--- config.mk ---
export PLATFORM = sky130hd
export DESIGN_NAME = updown_counter_top
export DESIGN_NICKNAME = d
export VERILOG_FILES = /design/src/rtl/updown_pkg.sv /design/src/rtl/count_core.sv /design/src/rtl/updown_counter_top.sv
export VERILOG_INCLUDE_DIRS = /design/src /design/src/rtl
export SDC_FILE = /design/constraint.sdc
export NUM_CORES = 1
export LEC_CHECK = 0
export BUFFER_PORTS_ARGS = -buffer_cell sky130_fd_sc_hd__buf_4
export CAP_MARGIN = 30
export CORE_MARGIN = 1.5
export CORE_UTILIZATION = 36
export CTS_CLUSTER_DIAMETER = 200
export DETAILED_ROUTE_END_ITERATION = 8
export PLACE_DENSITY = 0.76
export SYNTH_ARGS = -nofsm -noshare
export SYNTH_HDL_FRONTEND = slang
export SYNTH_SLANG_ARGS = --single-unit
--- constraint.sdc ---
create_clock -name clock -period 1.6 [get_ports clock]
set_input_delay 0.32 -clock clock [delete_from_list [all_inputs] [get_ports clock]]
set_output_delay 0.32 -clock clock [all_outputs]
set_load 0.005 [all_outputs]
--- src/rtl/updown_cfg.svh ---
`ifndef UPDOWN_CFG_SVH
`define UPDOWN_CFG_SVH

// counter width
`define CNT_W 4

// apb byte addresses of the software registers
`define ADDR_CTRL 8'h00
`define ADDR_PRESET 8'h04
`define ADDR_STATUS 8'h08

// control register field positions
`define CTRL_UP_BIT 0
`define CTRL_LOAD_BIT 1
`define CTRL_CLR_BIT 2

// status register field positions (count sits in bits 3:0)
`define STAT_CO_BIT 4
`define STAT_CI_BIT 5

// reset values: count up, no preset, no clear
`define CTRL_RST 3'h1
`define PRESET_RST 4'h0

`endif

--- src/rtl/updown_pkg.sv ---
package updown_pkg;

  // control bits steering the counter core
  typedef struct packed {
    logic clear;
    logic preset_load_enable;
    logic up_down;
  } ctrl_type;

  // register decode result
  typedef enum logic [1:0] {
    SEL_CTRL = 2'h0,
    SEL_PRESET = 2'h1,
    SEL_STATUS = 2'h3,
    SEL_NONE = 2'h2
  } reg_sel_type;

  // whole state of the register block
  typedef struct packed {
    ctrl_type ctrl;
    logic [3:0] preset;
    logic [31:0] rdata;
    logic slverr;
  } regs_type;

endpackage

--- src/rtl/count_core.sv ---
`timescale 1ns/10ps
`include "updown_cfg.svh"

module count_core #(
  parameter int WIDTH = `CNT_W
) (
  // clock and reset
  input wire logic clock,
  input wire logic rst_n,
  // control
  input wire updown_pkg::ctrl_type ctrl,
  input wire logic [WIDTH-1:0] preset_value,
  // cascade
  input wire logic carry_in,
  output logic carry_out,
  // count
  output logic [WIDTH-1:0] count_out
);

  // refuse widths the status word cannot carry
  if (WIDTH < 1 || WIDTH > 4) begin : g_bad_width
    $error("count_core: WIDTH must be 1 to 4");
  end

  // whole state of the core
  typedef struct packed {
    logic [WIDTH-1:0] count;
  } core_state_type;

  core_state_type st_r;
  core_state_type st_nxt;

  // one step either way, wrapping at both ends
  function automatic logic [WIDTH-1:0] step(input logic [WIDTH-1:0] v, input logic up);
    step = up ? WIDTH'(v + 1'b1) : WIDTH'(v - 1'b1);
  endfunction

  // next count: clear beats preset beats counting
  always_comb begin
    st_nxt = st_r;
    if (ctrl.clear) begin
      st_nxt.count = '0;
    end else if (ctrl.preset_load_enable) begin
      st_nxt.count = preset_value;
    end else if (!carry_in) begin
      st_nxt.count = step(st_r.count, ctrl.up_down);
    end
  end

  // all bits move together on the rising edge
  always_ff @(posedge clock) begin
    if (!rst_n) begin
      st_r <= '0;
    end else begin
      st_r <= st_nxt;
    end
  end

  // clear and preset bypass the flops so they show without an edge
  always_comb begin
    if (ctrl.clear) begin
      count_out = '0;
    end else if (ctrl.preset_load_enable) begin
      count_out = preset_value;
    end else begin
      count_out = st_r.count;
    end
  end

  // terminal count flag, active low, for the next stage's carry in
  always_comb begin
    if (ctrl.up_down) begin
      carry_out = !((&count_out) && !carry_in);
    end else begin
      carry_out = !((~|count_out) && !carry_in);
    end
  end

endmodule

--- src/rtl/updown_counter_top.sv ---
// Decided for this implementation: the register offsets and register access over APB.
`timescale 1ns/10ps
`include "updown_cfg.svh"

module updown_counter_top (
  // clock and reset
  input wire logic clock,
  input wire logic rst_n,
  // apb slave
  input wire logic psel,
  input wire logic penable,
  input wire logic pwrite,
  input wire logic [7:0] paddr,
  input wire logic [31:0] pwdata,
  output logic [31:0] prdata,
  output logic pready,
  output logic pslverr,
  // cascade with neighbouring stages
  input wire logic carry_in,
  output logic carry_out,
  // count
  output logic [3:0] count_out
);

  // register block state and its next value
  updown_pkg::regs_type st_r;
  updown_pkg::regs_type st_nxt;

  // register map, one aligned 32-bit word each:
  // control: direction, load enable, clear, in that bit order
  // preset: start value in the low bits
  // status: count, carry out, carry in; read only
  // other offsets answer with an error and zero data
  // writes there, and to status, are dropped
  // word address decode, shared by read and write paths
  function automatic updown_pkg::reg_sel_type reg_decode(input logic [7:0] a);
    logic [7:0] w;
    w = {a[7:2], 2'h0};
    // low two bits ignored: every register is one aligned word
    if (w == `ADDR_CTRL) begin
      reg_decode = updown_pkg::SEL_CTRL;
    end else if (w == `ADDR_PRESET) begin
      reg_decode = updown_pkg::SEL_PRESET;
    end else if (w == `ADDR_STATUS) begin
      reg_decode = updown_pkg::SEL_STATUS;
    end else begin
      reg_decode = updown_pkg::SEL_NONE;
    end
  endfunction

  // apb phase qualifiers
  logic setup_phase;
  logic access_phase;
  assign setup_phase = psel && !penable;
  assign access_phase = psel && penable;

  // register next-state: read snapshot in setup, write at access edge
  always_comb begin
    st_nxt = st_r;
    // read data is captured in setup so prdata comes from flops
    if (setup_phase) begin
      st_nxt.rdata = 32'h0;
      st_nxt.slverr = 1'b0;
      case (reg_decode(paddr))
        updown_pkg::SEL_CTRL: begin
          st_nxt.rdata[`CTRL_UP_BIT] = st_r.ctrl.up_down;
          st_nxt.rdata[`CTRL_LOAD_BIT] = st_r.ctrl.preset_load_enable;
          st_nxt.rdata[`CTRL_CLR_BIT] = st_r.ctrl.clear;
        end
        updown_pkg::SEL_PRESET: begin
          st_nxt.rdata[3:0] = st_r.preset;
        end
        updown_pkg::SEL_STATUS: begin
          // live counter state as it stands in the setup cycle
          st_nxt.rdata[3:0] = count_out;
          st_nxt.rdata[`STAT_CO_BIT] = carry_out;
          st_nxt.rdata[`STAT_CI_BIT] = carry_in;
        end
        default: begin
          // unmapped: zero data and an error answer
          st_nxt.slverr = 1'b1;
        end
      endcase
    end
    // a write lands only at the completing edge
    if (access_phase && pwrite) begin
      case (reg_decode(paddr))
        updown_pkg::SEL_CTRL: begin
          st_nxt.ctrl.up_down = pwdata[`CTRL_UP_BIT];
          st_nxt.ctrl.preset_load_enable = pwdata[`CTRL_LOAD_BIT];
          st_nxt.ctrl.clear = pwdata[`CTRL_CLR_BIT];
        end
        updown_pkg::SEL_PRESET: begin
          st_nxt.preset = pwdata[3:0];
        end
        default: begin
          // status is read only; writes there are dropped
          st_nxt.preset = st_r.preset;
        end
      endcase
    end
  end

  // register block flops
  always_ff @(posedge clock) begin
    if (!rst_n) begin
      st_r <= '{ctrl: updown_pkg::ctrl_type'(`CTRL_RST), preset: `PRESET_RST,
                rdata: 32'h0, slverr: 1'b0};
    end else begin
      st_r <= st_nxt;
    end
  end

  // combinational ready keeps back-to-back transfers free of extra state
  // zero wait state: every access completes in its first access cycle
  assign pready = access_phase;
  // answer comes straight from flops
  assign prdata = st_r.rdata;
  // error flag held from setup through access
  assign pslverr = st_r.slverr;

  // the counter proper; carry in comes from same-clock logic, unsynchronised
  // a synchroniser here would lag the cascade and break wider counts
  count_core #(
    .WIDTH(`CNT_W)
  ) u_core (
    .clock(clock),
    .rst_n(rst_n),
    .ctrl(st_r.ctrl),
    .preset_value(st_r.preset),
    .carry_in(carry_in),
    .carry_out(carry_out),
    .count_out(count_out)
  );

  // shorthand for the control bits in force
  logic clr;
  logic load_on;
  logic up;
  assign clr = st_r.ctrl.clear;
  assign load_on = st_r.ctrl.preset_load_enable;
  assign up = st_r.ctrl.up_down;
endmodule

==> out/summary.md <==
The starting utilization of the core area is 0.383, and the critical path's largest stage delay is 540 ps. In this run the worst hold path is classified as in2reg. The area growth from synthesis to layout is 25.0%. The share of cells above drive strength 1 works out to 0.361. TritonCTS built the clock tree. The tools report the sequential cell area fraction in the yosys report as 0.277.

The highest-delay cell along the critical path was sky130_fd_sc_hd__or4_1. Traced cell by cell, the critical path runs through or4_1 > nor3_2 > o22ai_2 > buf_4. The logs give 0 for the number of max-slew violations in the final report and 4.37 mm for the wire length of the first global-routing pass. The required time of the critical path is 1280 ps, and the period utilization is 1.18. The top achievable clock speed is 528 MHz, and the all-layer global routing usage is 0.137. In this run the clock root is driven by a sky130_fd_sc_hd__clkbuf_4. The worst setup path is captured at an output port. The post-detailed-route via-to-cell ratio is 4.70. The final reports fail on negative setup slack.

STA classifies the critical path startpoint as a flop. The logs give 0 for the number of hold-repair buffers added at the cts stage and 37 for the number of distinct library cells after synthesis. After detailed routing, the average wire length per cell comes to 12.3 µm. Counting flops and latches in the post-synthesis netlist gives 18. In this run the worst path has a maximum fanout of 4. The total I/O pin count came out at 85. For the worst-skew pair, the clock arrives at the later sink with an insertion delay of 300 ps. After global routing the overflow that remains totals 0. Routability-driven placement finished with a final weighted congestion of 0.864. The depth of the worst hold-timing path came out at 3. The worst hold path terminates at st_r[36]. The initialized floorplan defines 21 standard-cell rows. After floorplanning, the core was sized to cover 3390 µm². The fraction of the core area covered by cells at the end of the flow was 0.479. The run gives 0 as the number of diodes. In the routed design, unresolved DRC markers number 0.

For the cell count after placement, the log shows 229. In this run the critical register-to-register path is launched from up. The run gives 0 as the max-capacitance violation count. Across all register-to-register paths, the minimum setup slack is -40 ps. Measured in cells, the most critical reg-to-reg path has a length of 7. First-pass iteration count of the detailed router: 4.

The number of sinks handled by clock tree synthesis was 18; the depth of the CTS H-tree was 1. In the final design database the tool counted 242 nets. The power density of the placed cells was 541 nW/µm²; the worst clock skew was 1.47 ps. The worst-case IR drop observed on VDD is 0.000294 V.

The post-detailed-placement half-perimeter wirelength is 2.14 mm, and the maximum root-to-sink buffer count is 2. Kind of critical path: reg2out. The final worst slack is -294 ps. Final number of hold-violating endpoints: 0. Across all hold checks on the routed design, the worst slack comes to 251 ps.

After detailed routing, the total wire length is 2.91 mm. Summing over every cut layer, the via total after detailed routing is 1113. At the worst endpoint, the arrival time is 1570 ps.

The overall die area was 3980 µm²; the mean instance size in the synthesized netlist was 8.38 µm². The leakage power of the design is 0.773 nW. In this run, the number of DRC markers left after iteration 0 of detailed routing was 42.

After layout, the design draws a total of 0.879 mW. After synthesis the cells add up to 1300 µm². The number of antenna violations at the first check in global routing was 0; the port buffer count was 28. For this run, the number of standard cells in the final layout without fillers is 237. Clock-pin slew was measured on the worst setup and hold paths at 100 ps. The number of clock buffers added by TritonCTS is 3.

Worst flop-to-flop path endpoint: u_core.st_r[3]. Entering global routing, the biggest net connects 12 pins. The Yosys step of the flow raised 0 warnings. The shortest clock period the worst path allows after layout works out to 1890 ps.

The detail route stage leaves a number of antenna-violating nets equal to 0. The overall die width works out to 63.1 µm. The worst hold path begins at pwdata[3].

Via count of the first global-routing pass: 996. Setup repair after global routing could not meet its margin everywhere. The flow ran to the end, but the final reports show violations. Setup violations remaining at the end of the flow were counted as 2. The die is 63.1 µm tall. Synthesis handed over a netlist of 155 instances.
-- per-layer routing --
layer,up-vias,part of all wire,GRT usage
met3,6,0.062,0.0411
met5,-,0,0
met2,43,0.48,0.238
met1,513,0.44,0.169
met4,0,0.013,0.0250
li1,551,-,-
-- layout make-up --
type / count / area (µm²)
clock buffer: 3 / 22.5
fill: 333 / 1770
inverter: 4 / 15.0
multi-input combinational: 119 / 801
sequential: 18 / 368
tap: 46 / 57.6
timing repair buffer: 47 / 360
-- cell usage in the layout, fill, tap and decap left out, types with 3 or more instances in the layout --
cell / count
sky130_fd_sc_hd__dfxtp_1: 14
sky130_fd_sc_hd__clkbuf_4: 3
sky130_fd_sc_hd__a21oi_2: 4
sky130_fd_sc_hd__conb_1: 26
sky130_fd_sc_hd__buf_4: 45
sky130_fd_sc_hd__nand2b_1: 5
sky130_fd_sc_hd__a21oi_1: 3
sky130_fd_sc_hd__nor3_1: 3
sky130_fd_sc_hd__o21ai_0: 6
sky130_fd_sc_hd__inv_1: 3
sky130_fd_sc_hd__nand2_1: 8
sky130_fd_sc_hd__dfxtp_2: 3
sky130_fd_sc_hd__nor2_1: 13
sky130_fd_sc_hd__and2_1: 3
sky130_fd_sc_hd__nand3b_1: 3
sky130_fd_sc_hd__a32o_1: 3
sky130_fd_sc_hd__mux2i_1: 10
-- stage by stage --
| stage | worst slack (ps) | TNS [ps] | instance area (µm²) |
|---|---|---|---|
| 3_5_place_dp | -155 | -1650 | 1480 |
| 2_1_floorplan | 3.00 | 0 | 1400 |
| 5_1_grt | -402 | -663 | 1620 |
| 6_report | -294 | -331 | 1620 |
| 4_1_cts | -293 | -335 | 1530 |
| 3_3_place_gp | -113 | -1240 | 1480 |
-- kinds of logic after synthesis --
kind of cell	after synthesis	share of synthesized area
multiplexers	10	0.0771
other	1	0.00289
buffers and inverters	43	0.232
XOR/XNOR	3	0.0202
AND/OR/NAND/NOR	48	0.212
adder cells (fa/ha/maj)	3	0.0347
AO/OA/AOI/OAI	29	0.144
flip-flops	18	0.277
-- worst max-delay path: cells and delay by family, from the launching register on --
kind                   cells  cell delay, ps
buffers and inverters      1             150
flip-flops                 1             350
AO/OA/AOI/OAI              1             100
AND/OR/NAND/NOR            2             680
-- worst max path at each step --
stage	from	to	slack [ps]
floorplan	up	u_core.st_r[3]	3
global placement	paddr[7]	load_on	-110
detailed placement	paddr[7]	st_r[34]	-160
CTS	u_core.st_r[1]	carry_out	-290
global route	u_core.st_r[1]	carry_out	-400
finish	u_core.st_r[1]	carry_out	-290
-- flip-flops by register name, indices dropped and copies added, names as in the netlist --
signal,count
st_r,4
pslverr,1
up,1
clr,1
load_on,1
u_core.st_r,4
prdata,6
-- cell usage after synthesis --
master | count | area share
sky130_fd_sc_hd__o311a_1 | 1 | 0.0077
sky130_fd_sc_hd__nand2b_1 | 7 | 0.034
sky130_fd_sc_hd__o211ai_1 | 1 | 0.0058
sky130_fd_sc_hd__o22ai_1 | 2 | 0.0096
sky130_fd_sc_hd__clkbuf_1 | 2 | 0.0058
sky130_fd_sc_hd__nor2b_1 | 1 | 0.0048
sky130_fd_sc_hd__a31oi_1 | 1 | 0.0048
sky130_fd_sc_hd__fa_1 | 1 | 0.015
sky130_fd_sc_hd__or4_4 | 1 | 0.0087
sky130_fd_sc_hd__a21oi_1 | 8 | 0.031
sky130_fd_sc_hd__o21ai_0 | 7 | 0.027
sky130_fd_sc_hd__or4_1 | 2 | 0.012
sky130_fd_sc_hd__nor4_4 | 1 | 0.016
sky130_fd_sc_hd__mux2i_1 | 10 | 0.077
sky130_fd_sc_hd__conb_1 | 1 | 0.0029
sky130_fd_sc_hd__xor2_1 | 1 | 0.0067
sky130_fd_sc_hd__and3_1 | 1 | 0.0048
sky130_fd_sc_hd__inv_1 | 4 | 0.012
sky130_fd_sc_hd__a32o_1 | 3 | 0.023
sky130_fd_sc_hd__a22oi_1 | 2 | 0.012
sky130_fd_sc_hd__nor2_1 | 13 | 0.038
sky130_fd_sc_hd__dfxtp_1 | 18 | 0.28
sky130_fd_sc_hd__nor3_1 | 4 | 0.015
sky130_fd_sc_hd__or2b_1 | 1 | 0.0058
sky130_fd_sc_hd__buf_6 | 1 | 0.0087
sky130_fd_sc_hd__a211oi_1 | 2 | 0.012
sky130_fd_sc_hd__nand3b_1 | 3 | 0.017
sky130_fd_sc_hd__a21o_1 | 1 | 0.0058
sky130_fd_sc_hd__nand2_1 | 8 | 0.023
sky130_fd_sc_hd__and2_1 | 3 | 0.014
sky130_fd_sc_hd__or3_1 | 1 | 0.0048
sky130_fd_sc_hd__buf_4 | 35 | 0.20
sky130_fd_sc_hd__buf_2 | 1 | 0.0038
sky130_fd_sc_hd__nand4b_1 | 2 | 0.013
sky130_fd_sc_hd__xnor2_1 | 2 | 0.013
sky130_fd_sc_hd__ha_1 | 2 | 0.019
sky130_fd_sc_hd__o21a_1 | 1 | 0.0058
-- power by group --
group | internal (mW) | switching (mW)
Clock | 0.0880 | 0.143
Sequential | 0.455 | 0.0124
Combinational | 0.0926 | 0.0880
-- timing repair --
action,in CTS,in global routing
pin swaps,4,6
gates resized for setup,5,14
setup endpoints to repair,6,7
buffers inserted,2,4
Note: power is estimated with default switching activity, not from simulation.
